## config.mk

```make
export PLATFORM = sky130hd
export DESIGN_NAME = fel_logger
export DESIGN_NICKNAME = d
export VERILOG_FILES = /design/src/fel_err_ring.v /design/src/fel_logger.v
export VERILOG_INCLUDE_DIRS = /design/src
export SDC_FILE = /design/constraint.sdc
export NUM_CORES = 2
export LEC_CHECK = 0
export BUFFER_PORTS_ARGS = -buffer_cell sky130_fd_sc_hd__buf_2
export CAP_MARGIN = 20
export CORE_MARGIN = 2
export CORE_UTILIZATION = 45
export CTS_BUF_LIST = sky130_fd_sc_hd__clkbuf_4
export DETAILED_ROUTE_END_ITERATION = 16
export RECOVER_POWER = 50
export SLEW_MARGIN = 20
export SYNTH_ARGS = -nofsm -noshare
export SYNTH_HDL_FRONTEND = slang
export SYNTH_SLANG_ARGS = --single-unit
```

## constraint.sdc

```tcl
create_clock -name sys_clk_i -period 19.7 [get_ports sys_clk_i]
set_input_delay 0.985 -clock sys_clk_i [delete_from_list [all_inputs] [get_ports sys_clk_i]]
set_output_delay 0.985 -clock sys_clk_i [all_outputs]
set_load 0.1 [all_outputs]
```

## src/fel_defs.vh

```
`ifndef FEL_DEFS_VH
`define FEL_DEFS_VH
// Depths of the two lists
`define FEL_FLT_DEPTH     16
`define FEL_ERR_DEPTH     16
// Error code width
`define FEL_CODE_W        8
// Operator function numbers
`define FEL_FN_FAULTS     10'h000
`define FEL_FN_ERRORS     10'h320
`define FEL_FN_DISP       10'h321
`define FEL_FN_XFER       10'h3e2
// Code shown on first disposition edit
`define FEL_DISP_FIRST    8'h0d
// Code whose default keeps error flag only
`define FEL_DISP_DEF_CODE 8'h66
// Disposition entry bits
`define FEL_DISP_ERR_BIT  1
`define FEL_DISP_FLT_BIT  0
`define FEL_DISP_DEF      2'h0
`define FEL_DISP_DEF_102  2'h2
// Display selector codes
`define FEL_SHOW_IDLE     3'h0
`define FEL_SHOW_CODE     3'h1
`define FEL_SHOW_ALL      3'h2
`define FEL_SHOW_END      3'h3
`define FEL_SHOW_FLAGS    3'h4
`define FEL_SHOW_RESTORE  3'h5
`define FEL_SHOW_SAVE     3'h6
`define FEL_SHOW_PROT     3'h7
// Register offsets
`define FEL_REG_FN        4'h0
`define FEL_REG_KEYS      4'h1
`define FEL_REG_ERR       4'h2
`define FEL_REG_STATUS    4'h3
`define FEL_REG_DISPLAY   4'h4
`define FEL_REG_FLTCNT    4'h5
`define FEL_REG_ERRPTR    4'h6
// Key bits in the key register
`define FEL_KEY_UP        0
`define FEL_KEY_DOWN      1
`define FEL_KEY_ENTER     2
`define FEL_KEY_LEVEL     3
`endif

```

## src/fel_err_ring.v

```verilog
`timescale 1ns/100ps
`include "fel_defs.vh"
// Battery-backed circular error list; no reset on the storage
module fel_err_ring #(
    parameter DEPTH = `FEL_ERR_DEPTH,
    parameter CW    = `FEL_CODE_W
) (
    // Clock
    input  wire          sys_clk_i,
    // Write side
    input  wire          wr_i,
    input  wire [CW-1:0] code_i,
    // Read side
    input  wire [3:0]    rd_idx_i,
    output wire [CW-1:0] rd_code_o,
    output wire [3:0]    head_o
);
    reg [CW-1:0] mem_q [0:DEPTH-1]; // Slots, kept across reset
    reg [3:0]    head_q;            // Next slot to overwrite

    // Head survives reset too, since the store is battery backed
    initial head_q = 4'h0;

    // Newest always replaces oldest
    always @(posedge sys_clk_i) begin
        if (wr_i) begin
            mem_q[head_q] <= code_i;
            head_q        <= head_q + 4'h1;
        end
    end

    assign rd_code_o = mem_q[rd_idx_i];
    assign head_o    = head_q;
endmodule

```

## src/fel_logger.v

```verilog
`timescale 1ns/100ps
`include "fel_defs.vh"
////////////////////////////////////////////////////////////////////////////////
// How it works
// - Each code routes to fault, error, both, neither
// - Fault-enabled error lights red, shows code in function mode
// - Fault list keeps first sixteen only
// - Fault list empties on reset
// - Error-only logging stays off display
// - Error list circular, newest replaces oldest
// - Error list survives reset
// - Disposition table consulted on every error
// - Entry has error flag and fault flag
// - Up/down step flags through four combinations
// - Default entry for code 102 error only
// - Edit opens at last modified code, else 13
// - Fault view opens on clear-all item
// - Enter removes the shown fault entry
// - Removing entry leaves cause untouched
// - Faults oldest first, end marker after
// - Append fault only if flagged, not full
// - Enter then up/down moves error slot
// - Reset reloads active parameters from store
// - Transfer starts restore, keys toggle, red
// - Protected save refused, protection shown
// - Finished transfer lights green
module fel_logger #(
    parameter CW = `FEL_CODE_W,
    parameter FD = `FEL_FLT_DEPTH
) (
    // Clock and reset
    input  wire          sys_clk_i,
    input  wire          reset_i,
    // Register port
    input  wire [3:0]    addr_i,
    input  wire [15:0]   wdata_i,
    input  wire          wr_i,
    input  wire          rd_i,
    output reg  [15:0]   rdata_o,
    // Error event from the drive
    input  wire          err_valid_i,
    input  wire [CW-1:0] err_code_i,
    // Write-protect switch
    input  wire          nv_write_protect_switch_i,
    // Parameter store controls
    output reg           param_restore_o,
    output reg           param_save_o,
    // Operator indicators
    output reg           led_red_o,
    output reg           led_green_o,
    output reg  [2:0]    show_sel_o,
    output reg  [CW-1:0] show_code_o,
    output reg  [1:0]    show_flags_o
);
    ////////////////////////////////////////////////////////////////////////////
    // Mode states, one-hot
    localparam [4:0] S_FUNC  = 5'h01;
    localparam [4:0] S_FLTV  = 5'h02;
    localparam [4:0] S_ERRV  = 5'h04;
    localparam [4:0] S_DISP  = 5'h08;
    localparam [4:0] S_XFER  = 5'h10;
    localparam       NCODE   = 1 << CW;

    // Decoded key presses from the key register
    wire       key_wr  = wr_i && (addr_i == `FEL_REG_KEYS);
    wire       k_up    = key_wr && wdata_i[`FEL_KEY_UP];
    wire       k_dn    = key_wr && wdata_i[`FEL_KEY_DOWN];
    wire       k_ent   = key_wr && wdata_i[`FEL_KEY_ENTER];
    wire       k_lvl   = key_wr && wdata_i[`FEL_KEY_LEVEL];
    wire       err_inj = wr_i && (addr_i == `FEL_REG_ERR);

    reg  [4:0]    st_q;              // Operator mode
    reg  [9:0]    fn_q;              // Selected function number
    reg  [CW-1:0] flt_q [0:FD-1];    // Fault list, oldest at 0
    reg  [4:0]    fcnt_q;            // Faults stored
    reg  [4:0]    fsel_q;            // 0 = ALL, 1..cnt entry, cnt+1 End
    reg  [3:0]    eidx_q;            // Error view slot
    reg           estep_q;           // Enter pressed, step armed
    reg  [CW-1:0] dcode_q;           // Code being edited
    reg  [CW-1:0] dlast_q;           // Last modified code
    reg           dedit_q;           // Flag editing in progress
    reg  [1:0]    dval_q;            // Flags under edit
    reg  [1:0]    disp_q [0:NCODE-1];// Disposition table
    reg           xsave_q;           // Pending save when set
    reg           prot_q;            // Protection message showing
    reg           flt_red_q;         // Live fault indicator
    reg  [CW-1:0] flt_code_q;        // Live fault code

    // Event source: drive input or software injection
    wire          ev    = err_valid_i | err_inj;
    wire [CW-1:0] ecode = err_valid_i ? err_code_i : wdata_i[CW-1:0];
    wire [1:0]    edsp  = disp_q[ecode];
    wire          ev_e  = ev && edsp[`FEL_DISP_ERR_BIT];
    wire          ev_f  = ev && edsp[`FEL_DISP_FLT_BIT];

    wire [3:0]    head;
    wire [CW-1:0] ecode_rd;

    ////////////////////////////////////////////////////////////////////////////
    // Error list kept outside the reset domain
    fel_err_ring #(
        .DEPTH (`FEL_ERR_DEPTH),
        .CW    (CW)
    ) u_ring (
        .sys_clk_i (sys_clk_i),
        .wr_i      (ev_e),
        .code_i    (ecode),
        .rd_idx_i  (eidx_q),
        .rd_code_o (ecode_rd),
        .head_o    (head)
    );

    ////////////////////////////////////////////////////////////////////////////
    // Disposition table: defaults loaded at reset, edited by operator
    genvar g;
    generate
        for (g = 0; g < NCODE; g = g + 1) begin : g_disp
            always @(posedge sys_clk_i or posedge reset_i) begin
                if (reset_i) begin
                    if (g == `FEL_DISP_DEF_CODE)
                        disp_q[g] <= `FEL_DISP_DEF_102;
                    else
                        disp_q[g] <= `FEL_DISP_DEF;
                end else if (st_q == S_DISP && dedit_q && k_ent && dcode_q == g) begin
                    disp_q[g] <= dval_q;
                end
            end
        end
    endgenerate

    // Removal requests from the fault view
    wire       in_fltv = (st_q == S_FLTV) && k_ent;
    wire       rm_all  = in_fltv && (fsel_q == 5'h00);
    wire       rm_one  = in_fltv && (fsel_q != 5'h00) && (fsel_q <= fcnt_q);
    wire       rm_any  = rm_all | rm_one;
    wire [4:0] rm_idx  = fsel_q - 5'h01;

    ////////////////////////////////////////////////////////////////////////////
    // Fault list storage; removal shifts younger entries down
    generate
        for (g = 0; g < FD; g = g + 1) begin : g_flt
            always @(posedge sys_clk_i or posedge reset_i) begin
                if (reset_i) begin
                    flt_q[g] <= {CW{1'b0}};
                end else if (rm_one && g >= rm_idx && g < FD - 1) begin
                    flt_q[g] <= flt_q[(g+1) % FD];
                end else if (ev_f && !rm_any && fcnt_q == g) begin
                    flt_q[g] <= ecode;
                end
            end
        end
    endgenerate

    ////////////////////////////////////////////////////////////////////////////
    // Fault count; append blocked once full, removal wins the cycle
    always @(posedge sys_clk_i or posedge reset_i) begin
        if (reset_i) begin
            fcnt_q <= 5'h00;
        end else if (rm_all) begin
            fcnt_q <= 5'h00;
        end else if (rm_one) begin
            fcnt_q <= fcnt_q - 5'h01;
        end else if (ev_f && fcnt_q < FD) begin
            fcnt_q <= fcnt_q + 5'h01;
        end
    end

    ////////////////////////////////////////////////////////////////////////////
    // Live fault indicator; error-only events never reach it
    always @(posedge sys_clk_i or posedge reset_i) begin
        if (reset_i) begin
            flt_red_q  <= 1'b0;
            flt_code_q <= {CW{1'b0}};
        end else if (ev_f) begin
            flt_red_q  <= 1'b1;
            flt_code_q <= ecode;
        end else if (k_lvl || k_ent) begin
            flt_red_q  <= 1'b0;                        // Acknowledged by operator
        end
    end

    ////////////////////////////////////////////////////////////////////////////
    // Operator state machine
    always @(posedge sys_clk_i or posedge reset_i) begin
        if (reset_i) begin
            st_q    <= S_FUNC;
            fn_q    <= 10'h000;
            fsel_q  <= 5'h00;
            eidx_q  <= 4'h0;
            estep_q <= 1'b0;
            dcode_q <= `FEL_DISP_FIRST;
            dlast_q <= `FEL_DISP_FIRST;
            dedit_q <= 1'b0;
            dval_q  <= 2'h0;
            xsave_q <= 1'b0;
            prot_q  <= 1'b0;
        end else begin
            if (wr_i && addr_i == `FEL_REG_FN && st_q == S_FUNC)
                fn_q <= wdata_i[9:0];
            case (st_q)
                S_FUNC: begin
                    if (k_lvl) begin
                        case (fn_q)
                            `FEL_FN_FAULTS: begin
                                st_q   <= S_FLTV;
                                fsel_q <= 5'h00;
                            end
                            `FEL_FN_ERRORS: begin
                                st_q    <= S_ERRV;
                                eidx_q  <= head - 4'h1; // Newest slot first
                                estep_q <= 1'b0;
                            end
                            `FEL_FN_DISP: begin
                                st_q    <= S_DISP;
                                dcode_q <= dlast_q;
                                dedit_q <= 1'b0;
                            end
                            `FEL_FN_XFER: begin
                                st_q    <= S_XFER;
                                xsave_q <= 1'b0;
                                prot_q  <= 1'b0;
                            end
                            default: st_q <= S_FUNC;
                        endcase
                    end
                end
                S_FLTV: begin
                    if (k_lvl)
                        st_q <= S_FUNC;
                    else if (rm_all)
                        fsel_q <= 5'h01;               // Lands on End of empty list
                    else if (k_dn && fsel_q <= fcnt_q)
                        fsel_q <= fsel_q + 5'h01;
                    else if (k_up && fsel_q != 5'h00)
                        fsel_q <= fsel_q - 5'h01;
                end
                S_ERRV: begin
                    if (k_lvl)
                        st_q <= S_FUNC;
                    else if (k_ent)
                        estep_q <= 1'b1;
                    else if (estep_q && k_dn) begin
                        eidx_q  <= eidx_q - 4'h1;
                        estep_q <= 1'b0;
                    end else if (estep_q && k_up) begin
                        eidx_q  <= eidx_q + 4'h1;
                        estep_q <= 1'b0;
                    end
                end
                S_DISP: begin
                    if (!dedit_q) begin
                        if (k_lvl || (k_ent && k_up))
                            st_q <= S_FUNC;
                        else if (k_ent) begin
                            dedit_q <= 1'b1;
                            dval_q  <= disp_q[dcode_q];
                        end else if (k_up)
                            dcode_q <= dcode_q + 1'b1;
                        else if (k_dn)
                            dcode_q <= dcode_q - 1'b1;
                    end else begin
                        if (k_ent) begin
                            dedit_q <= 1'b0;
                            dlast_q <= dcode_q;
                        end else if (k_up)
                            dval_q <= dval_q + 2'h1;
                        else if (k_dn)
                            dval_q <= dval_q - 2'h1;
                        else if (k_lvl)
                            dedit_q <= 1'b0;           // Abandon edit
                    end
                end
                S_XFER: begin
                    if (k_lvl)
                        st_q <= S_FUNC;
                    else if (k_up || k_dn) begin
                        xsave_q <= ~xsave_q;
                        prot_q  <= 1'b0;
                    end else if (k_ent && xsave_q && nv_write_protect_switch_i)
                        prot_q <= 1'b1;
                end
                default: st_q <= S_FUNC;
            endcase
        end
    end

    ////////////////////////////////////////////////////////////////////////////
    // Parameter transfer strobes; restore fires once after reset
    reg boot_q; // Restore still owed after reset
    always @(posedge sys_clk_i or posedge reset_i) begin
        if (reset_i) begin
            boot_q          <= 1'b1;
            param_restore_o <= 1'b0;
            param_save_o    <= 1'b0;
        end else begin
            boot_q          <= 1'b0;
            param_restore_o <= boot_q ||
                               (st_q == S_XFER && k_ent && !xsave_q);
            param_save_o    <= st_q == S_XFER && k_ent && xsave_q &&
                               !nv_write_protect_switch_i;
        end
    end

    ////////////////////////////////////////////////////////////////////////////
    // Indicators and display selection
    reg xred_q; // Red after a toggle in transfer
    always @(posedge sys_clk_i or posedge reset_i) begin
        if (reset_i) begin
            xred_q       <= 1'b0;
            led_red_o    <= 1'b0;
            led_green_o  <= 1'b0;
            show_sel_o   <= `FEL_SHOW_IDLE;
            show_code_o  <= {CW{1'b0}};
            show_flags_o <= 2'h0;
        end else begin
            if (st_q != S_XFER || k_ent)
                xred_q <= 1'b0;
            else if (k_up || k_dn)
                xred_q <= 1'b1;
            show_flags_o <= dval_q;
            case (st_q)
                S_FUNC: begin
                    led_red_o   <= flt_red_q;
                    led_green_o <= 1'b0;
                    show_sel_o  <= flt_red_q ? `FEL_SHOW_CODE : `FEL_SHOW_IDLE;
                    show_code_o <= flt_code_q;
                end
                S_FLTV: begin
                    led_red_o   <= 1'b0;
                    led_green_o <= 1'b1;
                    show_sel_o  <= (fsel_q == 5'h00) ? `FEL_SHOW_ALL :
                                   (fsel_q > fcnt_q) ? `FEL_SHOW_END : `FEL_SHOW_CODE;
                    show_code_o <= flt_q[rm_idx[3:0]];
                end
                S_ERRV: begin
                    led_red_o   <= 1'b0;
                    led_green_o <= 1'b1;
                    show_sel_o  <= `FEL_SHOW_CODE;
                    show_code_o <= ecode_rd;
                end
                S_DISP: begin
                    led_red_o   <= dedit_q;
                    led_green_o <= !dedit_q;
                    show_sel_o  <= dedit_q ? `FEL_SHOW_FLAGS : `FEL_SHOW_CODE;
                    show_code_o <= dcode_q;
                end
                S_XFER: begin
                    led_red_o   <= xred_q && !k_ent;
                    led_green_o <= !xred_q || k_ent;
                    show_sel_o  <= prot_q ? `FEL_SHOW_PROT :
                                   xsave_q ? `FEL_SHOW_SAVE : `FEL_SHOW_RESTORE;
                    show_code_o <= {CW{1'b0}};
                end
                default: begin
                    led_red_o   <= 1'b0;
                    led_green_o <= 1'b0;
                    show_sel_o  <= `FEL_SHOW_IDLE;
                    show_code_o <= {CW{1'b0}};
                end
            endcase
        end
    end

    ////////////////////////////////////////////////////////////////////////////
    // Read port: data in the cycle after the strobe
    always @(posedge sys_clk_i or posedge reset_i) begin
        if (reset_i) begin
            rdata_o <= 16'h0000;
        end else if (rd_i) begin
            case (addr_i)
                `FEL_REG_FN:      rdata_o <= {6'h00, fn_q};
                `FEL_REG_STATUS:  rdata_o <= {6'h00, prot_q, xsave_q, dedit_q, st_q, flt_red_q, nv_write_protect_switch_i};
                `FEL_REG_DISPLAY: rdata_o <= {8'h00, show_code_o};
                `FEL_REG_FLTCNT:  rdata_o <= {11'h000, fcnt_q};
                `FEL_REG_ERRPTR:  rdata_o <= {8'h00, eidx_q, head};
                default:          rdata_o <= 16'h0000;
            endcase
        end else begin
            rdata_o <= 16'h0000;
        end
    end
endmodule

```

==> flow_summary_export.csv <==
group,metric,value,unit
placed_design,io_buffer_count,54,
setup_path,cp.arrival,12.16,ns
sta,tightest_slew,4.67,ns
logic_synthesis,ys_seq_area_share,46.9,%
final_layout,final_util,49.3,%
clock_tree,clk_pin_slew_worst_paths,0.06,ns
sta,max_freq,0.0874,GHz
floorplanning,rows,119,
setup_path,reg2reg_depth,3,
floorplanning,dieArea,0.108,mm2
floorplanning,initial_core_util,45.2,%
logic_synthesis,synth_top_area_cell,"dfrtp_1",
placed_design,dp.cells,5381,
floorplanning,fp.coreArea,0.105,mm2
pwr,ir_drop,0.0944,mV
global_route,overflow,0,
routing,dr.first_iter.drc_count,3876,
logic_synthesis,yosysWarnings,0,
clock_tree,cts_max_level,4,
sta,period_minus_slack,11.44,ns
global_route,grt_pass1_wl,237,mm
floorplanning,die_h,329,um
logic_synthesis,yosysTopAreaCellShare,38.0,%
sta,clock_skew,0.105,ns
setup_path,critPathLaunchType,"input port",
logic_synthesis,netlist_instances,4159,
routing,vias_per_cell,6.36,
routing,drt_wl_total,157,mm
floorplanning,io-pin-count,67,
clock_tree,insertion_delay,1.19,ns
final_layout,syn2layout_area_growth,9.11,%
logic_synthesis,async_reset_ff_share,84.7,%
routing,drc_errors,0,
logic_synthesis,synth_cell_type_count,94,
logic_synthesis,avgSynthCellArea,11.4,um2
final_layout,drive_gt1_share,29.7,%
sta,setup-tns-final,0,ns
clock_tree,cts_setup_buffers,0,
hold_path,min_path_type,"input port to flop",
sta,hold_viol_final,0,
sta,drv_slew,1221,
outcome,outcome,"complete, but fails checks",
logic_synthesis,yosysMostFrequentCell,"nand2_1",
placed_design,hpwl,98.9,mm
routing,wl_per_cell,27.1,um
logic_synthesis,synth_commonest_cells,"739 x nand2_1, 720 x dfrtp_1, 520 x mux2_2, 263 x mux4_2, 225 x nor2_1",
global_route,first_global_vias,36500,
final_layout,final_nets,4287,
logic_synthesis,ys.flop_type,"dfrtp_1",
clock_tree,cts_buffers,229,
setup_path,cp_max_fo,66,
logic_synthesis,netlist_area,0.0474,mm2
outcome,violations,"max-capacitance violations, max-slew violations",
logic_synthesis,ys_seq_elements,861,
global_route,grtUsageTotal,29.3,%
run,cap_violations,25,
pwr,cellLeakagePower,0.0219,uW
setup_path,end_kind,"flop",
setup_path,critPathKind,"input port to flop",
logic_synthesis,synth-edff-count,132,
floorplanning,dieWidth,329,um
logic_synthesis,synth_area_leaders,"dfrtp_1 38%, mux4_2 12%, mux2_2 12%",
routing,ant_nets,0,
sta,timing.hold.ws,0.127,ns
sta,worst_slew_margin_rel,-211,%
global_route,grt_max_degree,159,
pwr,powerDensity,81.0,mW/mm2
routing,via_count,36900,
global_route,antenna_found_initial,7,
clock_tree,cts_buffer_depth,3,
clock_tree,cts.sinks,861,
routing,drt_pass1_iterations,6,
clock_tree,cts_tree,"built",
clock_tree,root_buffer,"clkbuf_4",
final_layout,layoutNonFillerInstCount,5799,
sta,period_share,58.1,%
placed_design,gp_congestion,0.907,
sta,rsz0062_at_grt,"no",
setup_path,cp.required,20.42,ns
sta,setup_viol,0,
hold_path,hold_depth,2,
report_power, final:
group	internal [uW]	leakage [uW]	switching [uW]
Combinational	181	0.00887	458
Sequential	1850	0.0112	45.6
Clock	871	0.00178	785
Total	2900	0.0219	1290
final cells by class:
cell class,instances,area (um2)
clock inverter,63,399
fill,9591,53100
multi-input combinational,2922,23600
clock buffer,346,2600
sequential,861,22200
timing repair buffer,170,987
antenna,6,15.0
tap,1391,1740
inverter,40,154
cell families after synthesis:
| group | synth area share [%] |
|---|---|
| AO/OA/AOI/OAI | 9.15 |
| XOR/XNOR | 0.314 |
| adder cells (fa/ha/maj) | 0.782 |
| buffers and inverters | 3.59 |
| flip-flops | 46.9 |
| multiplexers | 26.9 |
| other | 0.00791 |
| AND/OR/NAND/NOR | 12.4 |
path summary, 6_finish.rpt:
| check | slack (ns) | start | end |
|---|---|---|---|
| min in group asynchronous | 0.51 | reset_i | flt_q[110] |
| worst min-delay path | 0.13 | wdata_i[8] | fn_q[8] |
| max in group asynchronous | 12.51 | reset_i | disp_q[389] |
| worst max register to register | 12.61 | dval_q[0] | disp_q[102] |
| worst max-delay path | 8.26 | err_valid_i | u_ring.mem_q[12][4] |
| worst min register to register | 0.46 | dlast_q[2] | dlast_q[2] |
placed cells by master (no fill, tap or decap), types with 41 or more instances in the layout:
cell type	netlist	routed
clkinv_1	2	51
dfrtp_1	720	716
nor3_1	57	55
clkbuf_4	0	346
o22ai_1	87	87
o21ai_0	189	187
a31oi_1	42	41
and3_1	46	42
clkbuf_1	218	68
edfxtp_1	132	132
buf_4	35	76
a21oi_1	70	70
mux2i_1	89	89
mux2_2	520	519
nand2_1	739	739
nand3_1	132	132
nor2_1	225	220
mux4_2	263	263
stage by stage:
stage	cell area [um2]	setup slack, ns	total power, uW
3_3_place_gp	48900	12.80	2550
2_1_floorplan	47400	8.73	2360
5_1_grt	51700	8.27	4360
3_5_place_dp	48900	12.81	2560
6_report	51700	8.26	4190
4_1_cts	51900	13.96	4210
flip-flops by register name, summed over array words and instances (netlist names), 4 cells and up:
register       cells
u_ring.head_o      4
fcnt_q             5
disp_q           512
show_code_o        8
dlast_q            8
fn_q              10
fsel_q             5
eidx_q             4
flt_code_q         8
u_ring.mem_q     128
rdata_o           10
flt_q            128
st_q               5
dcode_q            8
layer usage:
| metal | GRT usage, % | routed length (um) | up-vias |
|---|---|---|---|
| met2 | 43.0 | 69300 | 1936 |
| met3 | 8.39 | 15900 | 438 |
| met5 | 0 | 66 | - |
| li1 | - | - | 15800 |
| met4 | 14.4 | 7620 | 10 |
| met1 | 39.9 | 64500 | 18700 |
critical path, stage by stage:
cell and delay, ns:
clkbuf_1 0.48, clkbuf_1 2.78, mux2i_4 0.52, clkbuf_1 1.97, inv_1 1.36, clkbuf_1 0.96
a311oi_1 1.04, nor3_1 0.10, a311oi_1 0.61, o31ai_2 0.14, buf_4 0.23, nor4b_2 0.90
timing repair:
action	4_1_cts	5_1_grt
hold endpoints to repair	17	0
hold buffers	2	0
gates resized for setup	0	0
No activity file was read; power rests on OpenSTA's default activity.
